--- config.mk ---
export PLATFORM = sky130hd
export DESIGN_NAME = txci_mac_flat
export DESIGN_NICKNAME = d
export VERILOG_FILES = /design/src/hdl/txci_pkg.sv /design/src/hdl/txci_if.sv /design/src/hdl/txci_mac.sv /design/src/flat_wrapper.sv
export VERILOG_INCLUDE_DIRS = /design/src /design/src/hdl
export SDC_FILE = /design/constraint.sdc
export NUM_CORES = 1
export LEC_CHECK = 0
export BUFFER_PORTS_ARGS = -buffer_cell sky130_fd_sc_hd__buf_4
export CELL_PAD_IN_SITES_DETAIL_PLACEMENT = 1
export CELL_PAD_IN_SITES_GLOBAL_PLACEMENT = 1
export CORE_MARGIN = 3
export CORE_UTILIZATION = 46
export CTS_BUF_LIST = sky130_fd_sc_hd__clkbuf_2
export DETAILED_ROUTE_END_ITERATION = 8
export GPL_TIMING_DRIVEN = 0
export PLACE_DENSITY = 0.95
export REMOVE_ABC_BUFFERS = 1
export SYNTH_ARGS = -nofsm -noshare
export SYNTH_HDL_FRONTEND = slang
export SYNTH_SLANG_ARGS = --single-unit
--- constraint.sdc ---
create_clock -name core_clk -period 5 [get_ports core_clk]
set_clock_uncertainty 0.15 [all_clocks]
set_input_delay 1 -clock core_clk [delete_from_list [all_inputs] [get_ports core_clk]]
set_output_delay 1 -clock core_clk [all_outputs]
set_load 0.02 [all_outputs]
--- src/hdl/txci_consts.svh ---
// Purpose: shared constants of the transmit client interface
// Assumes: included by bare name
// Notes:   definitions only
`ifndef TXCI_CONSTS_SVH
`define TXCI_CONSTS_SVH
`define TXCI_DATA_W        8
`define TXCI_PTIME_W       16
`define TXCI_STAT_W        31
`define TXCI_FIFO_DEPTH    16
`define TXCI_STAT_UNDERRUN 5
`define TXCI_STAT_PAUSE    6
`define TXCI_STAT_VLAN     7
`define TXCI_STAT_LEN_LO   8
`define TXCI_STAT_LEN_HI   21
`define TXCI_LEN_W         14
`define TXCI_CLK_MHZ       100
`define TXCI_START_DLY_NS  20
`define TXCI_START_DLY_CYC ((`TXCI_START_DLY_NS * `TXCI_CLK_MHZ + 999) / 1000)
`define TXCI_PAUSE_LEN     60
`define TXCI_DIV_100M      10
`define TXCI_DIV_10M       100
`define TXCI_RST_PTIME     16'h0000
`endif

--- src/hdl/txci_pkg.sv ---
// Purpose: types of the transmit client interface
// Assumes: constants come from txci_consts.svh
// Notes:   one-hot state codes
package txci_pkg;
  typedef enum logic [4:0] {
    TXCI_IDLE  = 5'h01,
    TXCI_WAIT  = 5'h02,
    TXCI_DATA  = 5'h04,
    TXCI_PAUSE = 5'h08,
    TXCI_DONE  = 5'h10
  } txci_state_type;
  typedef enum logic [1:0] {
    TXCI_SPD_1G   = 2'h0,
    TXCI_SPD_100M = 2'h1,
    TXCI_SPD_10M  = 2'h2
  } txci_speed_type;
endpackage

--- src/hdl/txci_if.sv ---
// Purpose: link between the MAC transmit side and the client FIFO
// Assumes: all signals on core_clk
// Notes:   no clocking block
`timescale 1ns/100ps
`include "txci_consts.svh"
interface txci_if;
  logic [`TXCI_DATA_W-1:0]  fifo_data;
  logic                     fifo_avail;
  logic                     fifo_eof;
  logic                     fifo_empty;
  logic                     fifo_ctrl;
  logic [`TXCI_PTIME_W-1:0] pause_time;
  logic                     pause_req;
  logic                     mac_read;
  logic                     stat_en;
  logic [`TXCI_STAT_W-1:0]  stat_vec;
  logic                     tx_done;
  modport mac (
    input  fifo_data, fifo_avail, fifo_eof, fifo_empty, fifo_ctrl, pause_time, pause_req,
    output mac_read, stat_en, stat_vec, tx_done
  );
  modport client (
    output fifo_data, fifo_avail, fifo_eof, fifo_empty, fifo_ctrl, pause_time, pause_req,
    input  mac_read, stat_en, stat_vec, tx_done
  );
endinterface

--- src/hdl/txci_mac.sv ---
// Purpose: MAC end of the transmit client FIFO interface
// Assumes: client keeps data synchronous to core_clk
// Notes:   media side is reduced to byte, valid, error, pause and pause-time outputs
// Behaviour
// - client presents FIFO byte on 8-bit bus
// - frame-available starts transmission after short delay
// - client derives frame-available from count of stored end-of-frame bytes
// - end-of-frame marks only the final byte
// - empty while reading flags under-run on error
// - pause frame carries client pause time
// - pause request sends pause; time held valid
// - control-frame input qualified by frame-available
// - statistics enable only with valid vector
// - read request raised only while not empty
// - read request drives FIFO read enable directly
// - client inputs synchronous to byte clock
// - clock enable gates progress; divided by speed
// - statistics carry byte count in 21:8
// - transmit done pulses one cycle on success
`timescale 1ns/100ps
`include "txci_consts.svh"
module txci_mac
  import txci_pkg::*;
#(
  parameter int START_DLY = `TXCI_START_DLY_CYC,
  parameter int PAUSE_LEN = `TXCI_PAUSE_LEN
) (
  input  wire logic                    core_clk,  // clock
  input  wire logic                    nrst,      // async reset, low
  input  wire logic                    serial_en, // use divided enable
  input  wire txci_speed_type          speed,     // line rate select
  output logic [`TXCI_DATA_W-1:0]      med_data,  // media byte
  output logic                         med_valid, // media byte valid
  output logic                         med_err,   // media error
  output logic [`TXCI_PTIME_W-1:0]     med_ptime, // pause time sent
  output logic                         med_pause, // pause frame active
  txci_if.mac                          lnk        // link to client
);
  initial begin
    if (START_DLY < 1 || START_DLY > 255 || PAUSE_LEN < 1 || PAUSE_LEN > 255) begin
      $error("txci_mac: bad delay parameters");
    end
  end
  // ====================================================================
  // clock enable divider
  logic [6:0] div_ff;
  logic [6:0] nxt_div;
  logic [6:0] div_top;
  logic       cen;
  always_comb begin
    case (speed)
      TXCI_SPD_100M: div_top = 7'(`TXCI_DIV_100M - 1);
      TXCI_SPD_10M:  div_top = 7'(`TXCI_DIV_10M - 1);
      default:       div_top = 7'h00;
    endcase
    nxt_div = (div_ff >= div_top) ? 7'h00 : div_ff + 7'h01;
    cen     = !serial_en || (div_ff == 7'h00);
  end
  always_ff @(posedge core_clk or negedge nrst) begin
    if (!nrst) begin
      div_ff <= 7'h00;
    end else begin
      div_ff <= nxt_div;
    end
  end
  // ====================================================================
  // transmit state machine
  txci_state_type                st_ff, nxt_st;
  logic [7:0]                    cnt_ff, nxt_cnt;
  logic                          rd_ff, nxt_rd;
  logic                          smp_ff, nxt_smp;
  logic [`TXCI_LEN_W-1:0]        len_ff, nxt_len;
  logic                          urun_ff, nxt_urun;
  logic                          ctrl_ff, nxt_ctrl;
  logic [`TXCI_PTIME_W-1:0]      pt_ff, nxt_pt;
  logic [`TXCI_DATA_W-1:0]       dat_ff, nxt_dat;
  logic                          val_ff, nxt_val;
  logic                          err_ff, nxt_err;
  logic                          pau_ff, nxt_pau;
  logic                          pfr_ff, nxt_pfr;
  logic                          done_ff, nxt_done;
  logic                          sten_ff, nxt_sten;
  logic [`TXCI_STAT_W-1:0]       stat_ff, nxt_stat;
  always_comb begin
    nxt_st   = st_ff;
    nxt_cnt  = cnt_ff;
    nxt_rd   = 1'b0;
    nxt_smp  = rd_ff;                                // byte valid cycle after read
    nxt_len  = len_ff;
    nxt_urun = urun_ff;
    nxt_ctrl = ctrl_ff;
    nxt_pt   = pt_ff;
    nxt_dat  = dat_ff;
    nxt_val  = 1'b0;
    nxt_err  = 1'b0;
    nxt_pau  = pau_ff;
    nxt_pfr  = pfr_ff;
    nxt_done = 1'b0;
    nxt_sten = 1'b0;
    nxt_stat = stat_ff;
    if (smp_ff) begin
      // byte from read one cycle earlier
      nxt_dat = lnk.fifo_data;
      nxt_val = 1'b1;
      nxt_len = len_ff + `TXCI_LEN_W'(1);
    end
    case (st_ff)
      TXCI_IDLE: begin
        if (cen && lnk.pause_req) begin
          nxt_pt  = lnk.pause_time;
          nxt_cnt = 8'h00;
          nxt_pau = 1'b1;
          nxt_pfr = 1'b1;
          nxt_st  = TXCI_PAUSE;
        end else if (cen && lnk.fifo_avail) begin
          nxt_ctrl = lnk.fifo_ctrl;
          nxt_cnt  = 8'h00;
          nxt_len  = '0;
          nxt_urun = 1'b0;
          nxt_pfr  = 1'b0;
          nxt_st   = TXCI_WAIT;
        end
      end
      TXCI_WAIT: begin
        if (cen) begin
          nxt_cnt = cnt_ff + 8'h01;
          if (32'(cnt_ff) + 1 >= START_DLY) begin
            nxt_st = TXCI_DATA;
          end
        end
      end
      TXCI_DATA: begin
        if (smp_ff && lnk.fifo_eof) begin
          nxt_st = TXCI_DONE;
        end else if (rd_ff) begin
          nxt_st = TXCI_DATA;                        // waiting for sampled byte
        end else if (cen && !smp_ff) begin
          if (!lnk.fifo_empty) begin
            nxt_rd  = 1'b1;
          end else begin
            nxt_urun = 1'b1;
            nxt_err  = 1'b1;
            nxt_st   = TXCI_DONE;
          end
        end
      end
      TXCI_PAUSE: begin
        if (cen) begin
          nxt_cnt = cnt_ff + 8'h01;
          if (32'(cnt_ff) + 1 >= PAUSE_LEN) begin
            nxt_pau = 1'b0;
            nxt_len = `TXCI_LEN_W'(PAUSE_LEN);
            nxt_urun = 1'b0;
            nxt_st  = TXCI_DONE;
          end
        end
      end
      TXCI_DONE: begin
        nxt_stat = '0;
        nxt_stat[`TXCI_STAT_LEN_HI:`TXCI_STAT_LEN_LO] = len_ff;
        nxt_stat[`TXCI_STAT_UNDERRUN] = urun_ff;
        nxt_stat[`TXCI_STAT_PAUSE]    = pfr_ff;
        nxt_sten = 1'b1;
        nxt_done = !urun_ff;
        nxt_pau  = 1'b0;
        nxt_st   = TXCI_IDLE;
      end
      default: begin
        nxt_st = TXCI_IDLE;
      end
    endcase
  end
  always_ff @(posedge core_clk or negedge nrst) begin
    if (!nrst) begin
      st_ff   <= TXCI_IDLE;
      cnt_ff  <= 8'h00;
      rd_ff   <= 1'b0;
      smp_ff  <= 1'b0;
      len_ff  <= '0;
      urun_ff <= 1'b0;
      ctrl_ff <= 1'b0;
      pt_ff   <= `TXCI_RST_PTIME;
      dat_ff  <= '0;
      val_ff  <= 1'b0;
      err_ff  <= 1'b0;
      pau_ff  <= 1'b0;
      pfr_ff  <= 1'b0;
      done_ff <= 1'b0;
      sten_ff <= 1'b0;
      stat_ff <= '0;
    end else begin
      st_ff   <= nxt_st;
      cnt_ff  <= nxt_cnt;
      rd_ff   <= nxt_rd;
      smp_ff  <= nxt_smp;
      len_ff  <= nxt_len;
      urun_ff <= nxt_urun;
      ctrl_ff <= nxt_ctrl;
      pt_ff   <= nxt_pt;
      dat_ff  <= nxt_dat;
      val_ff  <= nxt_val;
      err_ff  <= nxt_err;
      pau_ff  <= nxt_pau;
      pfr_ff  <= nxt_pfr;
      done_ff <= nxt_done;
      sten_ff <= nxt_sten;
      stat_ff <= nxt_stat;
    end
  end
  assign lnk.mac_read = rd_ff;
  assign lnk.stat_en  = sten_ff;
  assign lnk.stat_vec = stat_ff;
  assign lnk.tx_done  = done_ff;
  assign med_data     = dat_ff;
  assign med_valid    = val_ff;
  assign med_err      = err_ff;
  assign med_ptime    = pt_ff;
  assign med_pause    = pau_ff;
endmodule

--- src/flat_wrapper.sv ---
// flat-port wrapper written by rule: the top's interface ports become plain ports
module txci_mac_flat import txci_pkg::*;
#(
  parameter int START_DLY = `TXCI_START_DLY_CYC,
  parameter int PAUSE_LEN = `TXCI_PAUSE_LEN
)
  (core_clk, nrst, serial_en, speed, med_data, med_valid, med_err, med_ptime, med_pause, lnk_fifo_data, lnk_fifo_avail, lnk_fifo_eof, lnk_fifo_empty, lnk_fifo_ctrl, lnk_pause_time, lnk_pause_req, lnk_mac_read, lnk_stat_en, lnk_stat_vec, lnk_tx_done);
  txci_if lnk_i ();
  input  wire logic core_clk;
  input  wire logic nrst;
  input  wire logic serial_en;
  input  wire txci_speed_type speed;
  output logic [`TXCI_DATA_W-1:0] med_data;
  output logic med_valid;
  output logic med_err;
  output logic [`TXCI_PTIME_W-1:0] med_ptime;
  output logic med_pause;
  input wire logic [$bits(lnk_i.fifo_data)-1:0] lnk_fifo_data;
  input wire logic [$bits(lnk_i.fifo_avail)-1:0] lnk_fifo_avail;
  input wire logic [$bits(lnk_i.fifo_eof)-1:0] lnk_fifo_eof;
  input wire logic [$bits(lnk_i.fifo_empty)-1:0] lnk_fifo_empty;
  input wire logic [$bits(lnk_i.fifo_ctrl)-1:0] lnk_fifo_ctrl;
  input wire logic [$bits(lnk_i.pause_time)-1:0] lnk_pause_time;
  input wire logic [$bits(lnk_i.pause_req)-1:0] lnk_pause_req;
  output wire logic [$bits(lnk_i.mac_read)-1:0] lnk_mac_read;
  output wire logic [$bits(lnk_i.stat_en)-1:0] lnk_stat_en;
  output wire logic [$bits(lnk_i.stat_vec)-1:0] lnk_stat_vec;
  output wire logic [$bits(lnk_i.tx_done)-1:0] lnk_tx_done;
  assign lnk_i.fifo_data = lnk_fifo_data;
  assign lnk_i.fifo_avail = lnk_fifo_avail;
  assign lnk_i.fifo_eof = lnk_fifo_eof;
  assign lnk_i.fifo_empty = lnk_fifo_empty;
  assign lnk_i.fifo_ctrl = lnk_fifo_ctrl;
  assign lnk_i.pause_time = lnk_pause_time;
  assign lnk_i.pause_req = lnk_pause_req;
  assign lnk_mac_read = lnk_i.mac_read;
  assign lnk_stat_en = lnk_i.stat_en;
  assign lnk_stat_vec = lnk_i.stat_vec;
  assign lnk_tx_done = lnk_i.tx_done;
  txci_mac #(.START_DLY(START_DLY), .PAUSE_LEN(PAUSE_LEN)) u_core (.core_clk(core_clk), .nrst(nrst), .serial_en(serial_en), .speed(speed), .med_data(med_data), .med_valid(med_valid), .med_err(med_err), .med_ptime(med_ptime), .med_pause(med_pause), .lnk(lnk_i));
endmodule
---- Word-level counts from Yosys, hierarchy flattened ----
Cells that the tools add are included.
storage, ports and cells
  word-level logic and storage cells ...... 113
  bits in registers ....................... 83
cells by class
  equal/unequal tests ..................... 22
  reduce and logical (&&, ||, !) cells .... 20
  mux-type cells .......................... 48
  $add $sub $neg .......................... 4
  magnitude comparators ................... 3
operator list
  cell                     number
  $mux W14                 5
  $mux W5                  10
  $ge A32 B2 Y1 const B    1
  $ge A32 B6 Y1 const B    1
  $pmux W14 S2             1
  $mux W8                  3
  $mux W1                  23
  $pmux W5 S4              1
  $ne A2 B1 Y1 const B     8
  $pmux W8 S2              1
  $add A14 B1 Y14 const B  1
  $pmux W7 S2              1
  $add A8 B1 Y9 const B    1
  $reduce_and A9 Y1        1
  $add A8 B1 Y8 const B    1
  $ne A2 B2 Y1 const B     4
  $add A7 B1 Y7 const B    1
  $ge A7 B7 Y1             1
  $logic_not A7 Y1         1
  $mux W7                  1
  $reduce_and A7 Y1        1
  $pmux W1 S3              2
  $reduce_bool A3 Y1       2
  $eq A5 B1 Y1 const B     1
  other kinds (17)         24

---- Depth between registers and ports, before layout ----
Gate-level depths: netlist of run 1.
  word-level depth ........................ 7
  gate-level depth with buffers ........... 9
  gate-level depth less buffers ........... 9

---- Least setup slack after synthesis of run 1 ----
OpenSTA, ideal clock, no wires.
  kind .................................... input to register
  start point ............................. input speed[0]
  end point ............................... register u_core.div_ff[2]
  slack ................................... 2,305 ps
  cell stages on the path ................. 9
  data arrival time ....................... 2,473 ps
  buffers on the path ..................... 0
  cells stage by stage .................... inv_1 -> ha_1 -> inv_1 -> ha_1 -> nand2b_1 -> a211o_1 -> a211oi_1 -> o21ai_1 -> nor2_1
on the way
  longest elaborated chain between the ends .. 4
  elaborated cells between the ends (all ways) .. 5
RTL lines
  what                                                 RTL line            source
  start, declared                                      flat_wrapper.sv:12  input wire txci_speed_type speed;
  $eq A2 B2 Y1 / $eq A2 B1 Y1 (equally long branches)  txci_mac.sv:51      case (speed)
  $pmux W7 S2 (*)                                      txci_mac.sv:51
  $ge A7 B7 Y1 (*)                                     txci_mac.sv:56      nxt_div = (div_ff >= div_top) ? 7'h00 : div_ff + 7'h01;
  $mux W7 (*)                                          txci_mac.sv:56
  net u_core.nxt_div[2]                                txci_mac.sv:47      logic [6:0] nxt_div;
  end signal, assigned                                 txci_mac.sv:63      div_ff <= nxt_div;
  end, declared                                        txci_mac.sv:46      logic [6:0] div_ff;
Mark *: on every way through the listed nets, which the timed path passes. The rest lies on a longest branch.
A chain may end at the register's enable or synchronous reset.

---- Worst setup path after layout of run 1 ----
  start point ............................. register u_core.div_ff[0]
  end point ............................... register u_core.pt_ff[6] (netlist: u_core.med_ptime[6])
on the way
  longest elaborated chain between the ends .. 4
RTL lines
  what                         RTL line         source
  $logic_not A7 Y1             txci_mac.sv:57   cen = !serial_en || (div_ff == 7'h00);
  $logic_or A1 B1 Y1           txci_mac.sv:57
  $logic_and A1 B1 Y1          txci_mac.sv:109  if (cen && lnk.pause_req) begin
  $reduce_and A2 Y1 (no line)  n/a
  end signal, assigned         txci_mac.sv:182  pt_ff <= `TXCI_RST_PTIME;
  end signal, assigned         txci_mac.sv:199  pt_ff <= nxt_pt;
  end, declared                txci_mac.sv:75   logic [`TXCI_PTIME_W-1:0] pt_ff, nxt_pt;
No other way between the ends.

==> flow_summary.json, run 1 <==
{
  "status": "complete, no violations",
  "holdPathEnd": "u_core.lnk.tx_done$_DFF_PN0_",
  "start_util_pct": 47.91,
  "ios": 95,
  "port_buffers": 78,
  "synth_top_area_share_pct": 51.35,
  "cts_sinks": 83,
  "rsz0062_at_grt": "false",
  "routed_wl_um": 9908,
  "gp_congestion": 0.8358,
  "nets": 507,
  "ys.flop_type": "dfrtp_1",
  "synth_most_common_cell": "dfrtp_1",
  "fin_tns_setup_ns": 0,
  "vias": 3076,
  "end_kind": "register",
  "ir_drop_v": 0.0002657,
  "hold_class": "register to register",
  "synth-edff-count": 0,
  "die_x_um": 99.21,
  "maxSlewViolCount": 0,
  "dr.pass1.iters": 4,
  "synth_largest_area_cell": "dfrtp_1",
  "r2r_start": "u_core.div_ff[0]$_DFF_PN0_",
  "crit_buf_inv": 1,
  "reg2reg_slack_ns": 1.92,
  "critPathMaxStageDelay_ns": 0.74,
  "hold_viol_final": 0,
  "grt.overflow.total": 0,
  "hold_buffers": 0,
  "min_period_over_period_pct": 61.65,
  "rows": 33,
  "slew_headroom_pct": 31.97,
  "yosys_warnings": 0,
  "holdCritStartpoint": "u_core.urun_ff$_DFFE_PN0P_",
  "design.core.area_mm2": 0.008341,
  "cts_tree": "built",
  "grt_max_degree": 84,
  "critical-path-top-delay-family": "simple AND/OR/NAND/NOR gates",
  "clockBufferDepth": 2,
  "root_buffer": "clkbuf_2",
  "power.leakage_nw": 2.371,
  "routed_via_density": 5.396,
  "cts.repair.resized": 0,
  "synth.cell_area_mm2": 0.003996,
  "cts_buffers": 9,
  "synthArstFlopShare_pct": 100.0,
  "r2r-end": "u_core.med_ptime[6]$_DFFE_PN0P_",
  "dieArea_mm2": 0.009842,
  "synth.distinct_cells": 51,
  "drc_errors": 0,
  "crit_cells": 6,
  "synth_area_per_cell_um2": 10.27,
  "ys_top_cells_by_area": "dfrtp_1, mux2_2, nand2_1, ha_1, nor2_1",
  "maxClockFrequency_mhz": 324.4,
  "grt_util_all_layers_pct": 20.99,
  "tightestPinTransition_ns": 1.020,
  "finalSetupViolations": 0,
  "insertion_delay_ns": 0.55,
  "startpoint_type": "register",
  "cts_setup_buffers": 0,
  "crit_chain": "inv_1 -> ha_1 -> or4b_4 -> o31ai_4 -> nand3_1 -> mux2_2",
  "fp.dieH_um": 99.21,
  "p_total_w": 0.002569,
  "post-dp-hpwl_um": 7029,
  "grt_pass1_vias": 3348,
  "clkTransAtPathRegs_ns": 0.25,
  "wl_per_cell_um": 17.38,
  "required_ns": 5.29,
  "whs_path_depth": 1,
  "diodes": 0,
  "final_util_pct": 56.78,
  "syn_inst": 389,
  "fillers": 967,
  "grt_pass1_wl_um": 16390,
  "ys_seq_area_share_pct": 52.00,
  "cpMaxStageDelayCell": "nand3_1",
  "ys_ff_latch": 83,
  "synthTopCellsByCount": "dfrtp_1, nand2_1, nor2_1",
  "powerDensity_mw_per_mm2": 542.4,
  "path_class": "register to register",
  "worst_r2r_path_depth": 6,
  "path_max_fanout": 20,
  "arrival_ns": 3.37,
  "ctsHtreeMaxLevel": 3,
  "drive_gt1_share_pct": 27.96,
  "fin_crit_ns": 3.082,
  "area_growth_syn_to_layout_pct": 18.50,
  "max_cap_violations": 0,
  "drt_iter0_drc": 135,
  "antenna_found_initial": 0,
  "drtAntennaViolNets": 0
}
## state kept, by name (all words and copies together), names as in the netlist, 5 cells and up
name,count
u_core.cnt_ff,8
u_core.div_ff,7
u_core.len_ff,14
u_core.lnk.stat_vec,16
u_core.med_data,8
u_core.med_ptime,16
u_core.st_ff,5
## cells in the final DEF, fill, tap and decap left out, types with 6 or more instances in the layout
cell type  count
dfrtp_1       82
buf_4         78
nand2_1       65
nor2_1        36
mux2_2        25
conb_1        15
o21ai_0       14
inv_1         13
ha_1          12
nand3_1       10
xnor2_1       10
a21oi_1        9
xor2_1         9
clkbuf_2       9
nand4_1        7
nand2b_1       6
## how the worst max path moves through the flow
stage                                     startpoint                         endpoint
after floorplan                             speed[0]       u_core.div_ff[2]$_DFF_PN0_
after global placement    u_core.div_ff[0]$_DFF_PN0_  u_core.med_ptime[7]$_DFFE_PN0P_
after detailed placement  u_core.div_ff[0]$_DFF_PN0_  u_core.med_ptime[6]$_DFFE_PN0P_
after CTS                 u_core.div_ff[0]$_DFF_PN0_  u_core.med_ptime[6]$_DFFE_PN0P_
after global routing      u_core.div_ff[0]$_DFF_PN0_       u_core.urun_ff$_DFFE_PN0P_
final                     u_core.div_ff[0]$_DFF_PN0_  u_core.med_ptime[6]$_DFFE_PN0P_
## layer usage
layer	vias up	routed length, um	GRT usage (%)
met3	23	486	5.470
met1	1528	3943	23.84
met5	-	0	0
li1	1428	-	-
met4	0	237	7.353
met2	97	5241	38.02
## cell type report
cell class	instances	area (um^2)	area share, %
Clock inverter	6	112.6	2.378
Inverter	13	48.80	1.030
Timing Repair Buffer	78	585.6	12.36
Multi-Input combinational cell	276	1734	36.62
Tap cell	105	131.4	2.774
Sequential cell	83	2078	43.88
Clock buffer	9	45.04	0.9511
## logic make-up (layout without fill, tap and decap cells)
group | count (synthesis) | after routing | share of synthesized area [%]
multiplexers | 28 | 28 | 7.796
buffers and inverters | 44 | 106 | 5.918
AO/OA/AOI/OAI | 44 | 44 | 7.358
flip-flops | 83 | 83 | 52.00
XOR/XNOR | 19 | 19 | 4.164
AND/OR/NAND/NOR | 158 | 158 | 18.91
adder cells (fa/ha/maj) | 12 | 12 | 3.757
other | 1 | 15 | 0.09384
## metrics by stage
stage / hold WS (ns) / setup WS [ns] / std cells / cell area [um^2]
2_1_floorplan: 0.2760 / 2.305 / 372 / 3861
3_3_place_gp: 0.3067 / 1.994 / 555 / 4578
3_5_place_dp: 0.3169 / 1.855 / 555 / 4578
4_1_cts: 0.3410 / 1.819 / 570 / 4736
5_1_grt: 0.3574 / 1.648 / 570 / 4736
6_report: 0.3467 / 1.918 / 570 / 4736
## where the power goes
part | total [W] | switching, W | internal (W)
logic | 0.00103 | 0.000580 | 0.000454
registers | 0.00108 | 0.000195 | 0.000888
clock network | 0.000450 | 0.000236 | 0.000215
total | 0.00257 | 0.00101 | 0.00156
Note: power is estimated with default switching activity, not from simulation.
==> run 2, diff against run 1 <==
CORE_UTILIZATION = 43   (was 46)
PLACE_DENSITY = 0.92   (was 0.95)
clock period = 3.2 ns   (was 5 ns; I/O delays follow)
==> run 2 against run 1 <==
Net effect: combinational power is 53% higher; power is 47% higher; first-iteration DRC count is 28% lower; clock power is 12% higher; setup slack worse by 1.5 ns; critical path depth stayed put; critical path type unchanged.
==> flow_summary.json, run 2 (synthesis results as in run 1) <==
{
  "status": "complete, no violations",
  "drc_errors": 0,
  "diodes": 0,
  "finalSetupViolations": 0,
  "fin_tns_setup_ns": 0,
  "cts_sinks": 83,
  "drt_iter0_drc": 97,
  "end_kind": "register",
  "place_inst": 558,
  "final-seq-area_mm2": 0.002078,
  "nets": 507,
  "insertion_delay_ns": 0.53,
  "start_util_pct": 44.95,
  "cts_buffers": 9,
  "clkTransAtPathRegs_ns": 0.25,
  "fin_cells": 574,
  "dp_slack_ns": 0.02306,
  "path_class": "register to register",
  "multi_input_area_mm2": 0.001739,
  "arrival_ns": 3.07,
  "rsz0062_at_grt": "false",
  "antenna_found_initial": 0,
  "fp.dieH_um": 102.4,
  "final_util_pct": 52.63,
  "tightestPinTransition_ns": 1.037,
  "grt_pass1_wl_um": 15590,
  "fillers": 1022,
  "routed_wl_um": 9590,
  "required_ns": 3.48,
  "grt_pass1_vias": 3284,
  "hold_buffers": 0,
  "cts_tree": "built",
  "ctsHtreeMaxLevel": 3,
  "vias": 3055,
  "design.core.area_mm2": 0.008891,
  "startpoint_type": "register",
  "wl_per_cell_um": 16.71,
  "drtAntennaViolNets": 0,
  "final_cell_mix": "dfrtp_1, buf_4, nand2_1",
  "maxClockFrequency_mhz": 359.4,
  "grt.overflow.total": 0,
  "path_max_fanout": 20,
  "maxSlewViolCount": 0,
  "fin_crit_ns": 2.782,
  "rows": 34,
  "routed_via_density": 5.322,
  "powerDensity_mw_per_mm2": 806.2,
  "hold_viol_final": 0,
  "cts_setup_buffers": 0,
  "min_period_over_period_pct": 86.94,
  "cts.repair.resized": 1,
  "port_buffers": 78,
  "layout_commonest_cell": "dfrtp_1",
  "dr.pass1.iters": 4,
  "drive_gt1_share_pct": 28.11,
  "grt_util_all_layers_pct": 18.86,
  "place_area_mm2": 0.004582,
  "root_buffer": "clkbuf_2",
  "ios": 95,
  "area_growth_syn_to_layout_pct": 17.09,
  "clockBufferDepth": 2,
  "gp_congestion": 0.8540,
  "dieArea_mm2": 0.01049,
  "post-dp-hpwl_um": 7018,
  "max_cap_violations": 0,
  "power.leakage_nw": 2.340,
  "hold_class": "input port to asynchronous set/reset pin",
  "grt_max_degree": 84,
  "slew_headroom_pct": 30.84,
  "die_x_um": 102.4,
  "layout_setup_ws_ns": 0.4178,
  "fin_area_mm2": 0.004679,
  "ir_drop_v": 0.0003711
}
## run 2: changes by cell type in the layout (fill, tap and decap cells not counted), sizes merged
cell | before | now
inv | 14 | 15
clkinvlp | 0 | 1
clkbuf | 9 | 11
bufinv | 3 | 0
## run 2: metal layers
layer | GRT usage (%) | routed length [um] | up-vias
met4 | 7.770 | 119 | 0
met2 | 33.18 | 5171 | 67
met3 | 3.891 | 340 | 13
met1 | 22.42 | 3959 | 1545
li1 | - | - | 1430
met5 | 0 | 0 | -
## run 2: path summary, 6_finish.rpt
| check | start | to | slack [ns] | cells after the start |
|---|---|---|---|---|
| worst max-delay path | u_core.div_ff[0]$_DFF_PN0_ | u_core.med_ptime[3]$_DFFE_PN0P_ | 0.42 | 6 |
| worst min-delay path | nrst | u_core.med_data[1]$_DFFE_PN0P_ | 0.09 | 1 |
| worst max register to register | u_core.div_ff[0]$_DFF_PN0_ | u_core.med_ptime[3]$_DFFE_PN0P_ | 0.42 | 6 |
| worst min register to register | u_core.lnk.stat_vec[14]$_DFFE_PN0P_ | u_core.lnk.stat_vec[14]$_DFFE_PN0P_ | 0.36 | 2 |
| max in group asynchronous | nrst | u_core.len_ff[3]$_DFF_PN0_ | 2.13 | 1 |
| min in group core_clk | lnk_pause_time[13] | u_core.med_ptime[13]$_DFFE_PN0P_ | 0.16 | 2 |
## run 2: critical path, stage by stage, from the launching register on
cell	delay, ns
dfrtp_1	0.48
inv_1	0.10
ha_1	0.14
or4b_4	0.48
o31ai_4	0.37
nand3_2	0.52
mux2_2	0.44
## run 2: final cells by class
class | count | share of cell area (%)
tap | 108 | 2.888
clock inverter | 5 | 0.8021
clock buffer | 11 | 1.176
multi-input combinational | 276 | 37.17
sequential | 83 | 44.41
inverter | 13 | 1.043
timing repair buffer | 78 | 12.51
## run 2: per-stage QoR
stage / hold slack, ns / total power [W]
after global routing: 0.09790 / 0.004041
after CTS: 0.1099 / 0.003813
after global placement: 0.3046 / 0.003190
after detailed placement: 0.3176 / 0.003312
after floorplan: 0.1944 / 0.002625
final: 0.09019 / 0.003772
## run 2: report_power, final
| group | total, W | switching, W | internal, W | leakage (nW) |
|---|---|---|---|---|
| Clock | 0.000506 | 0.000392 | 0.000114 | 0.0606 |
| Sequential | 0.00169 | 0.000297 | 0.00139 | 1.09 |
| Combinational | 0.00158 | 0.000874 | 0.000707 | 1.19 |
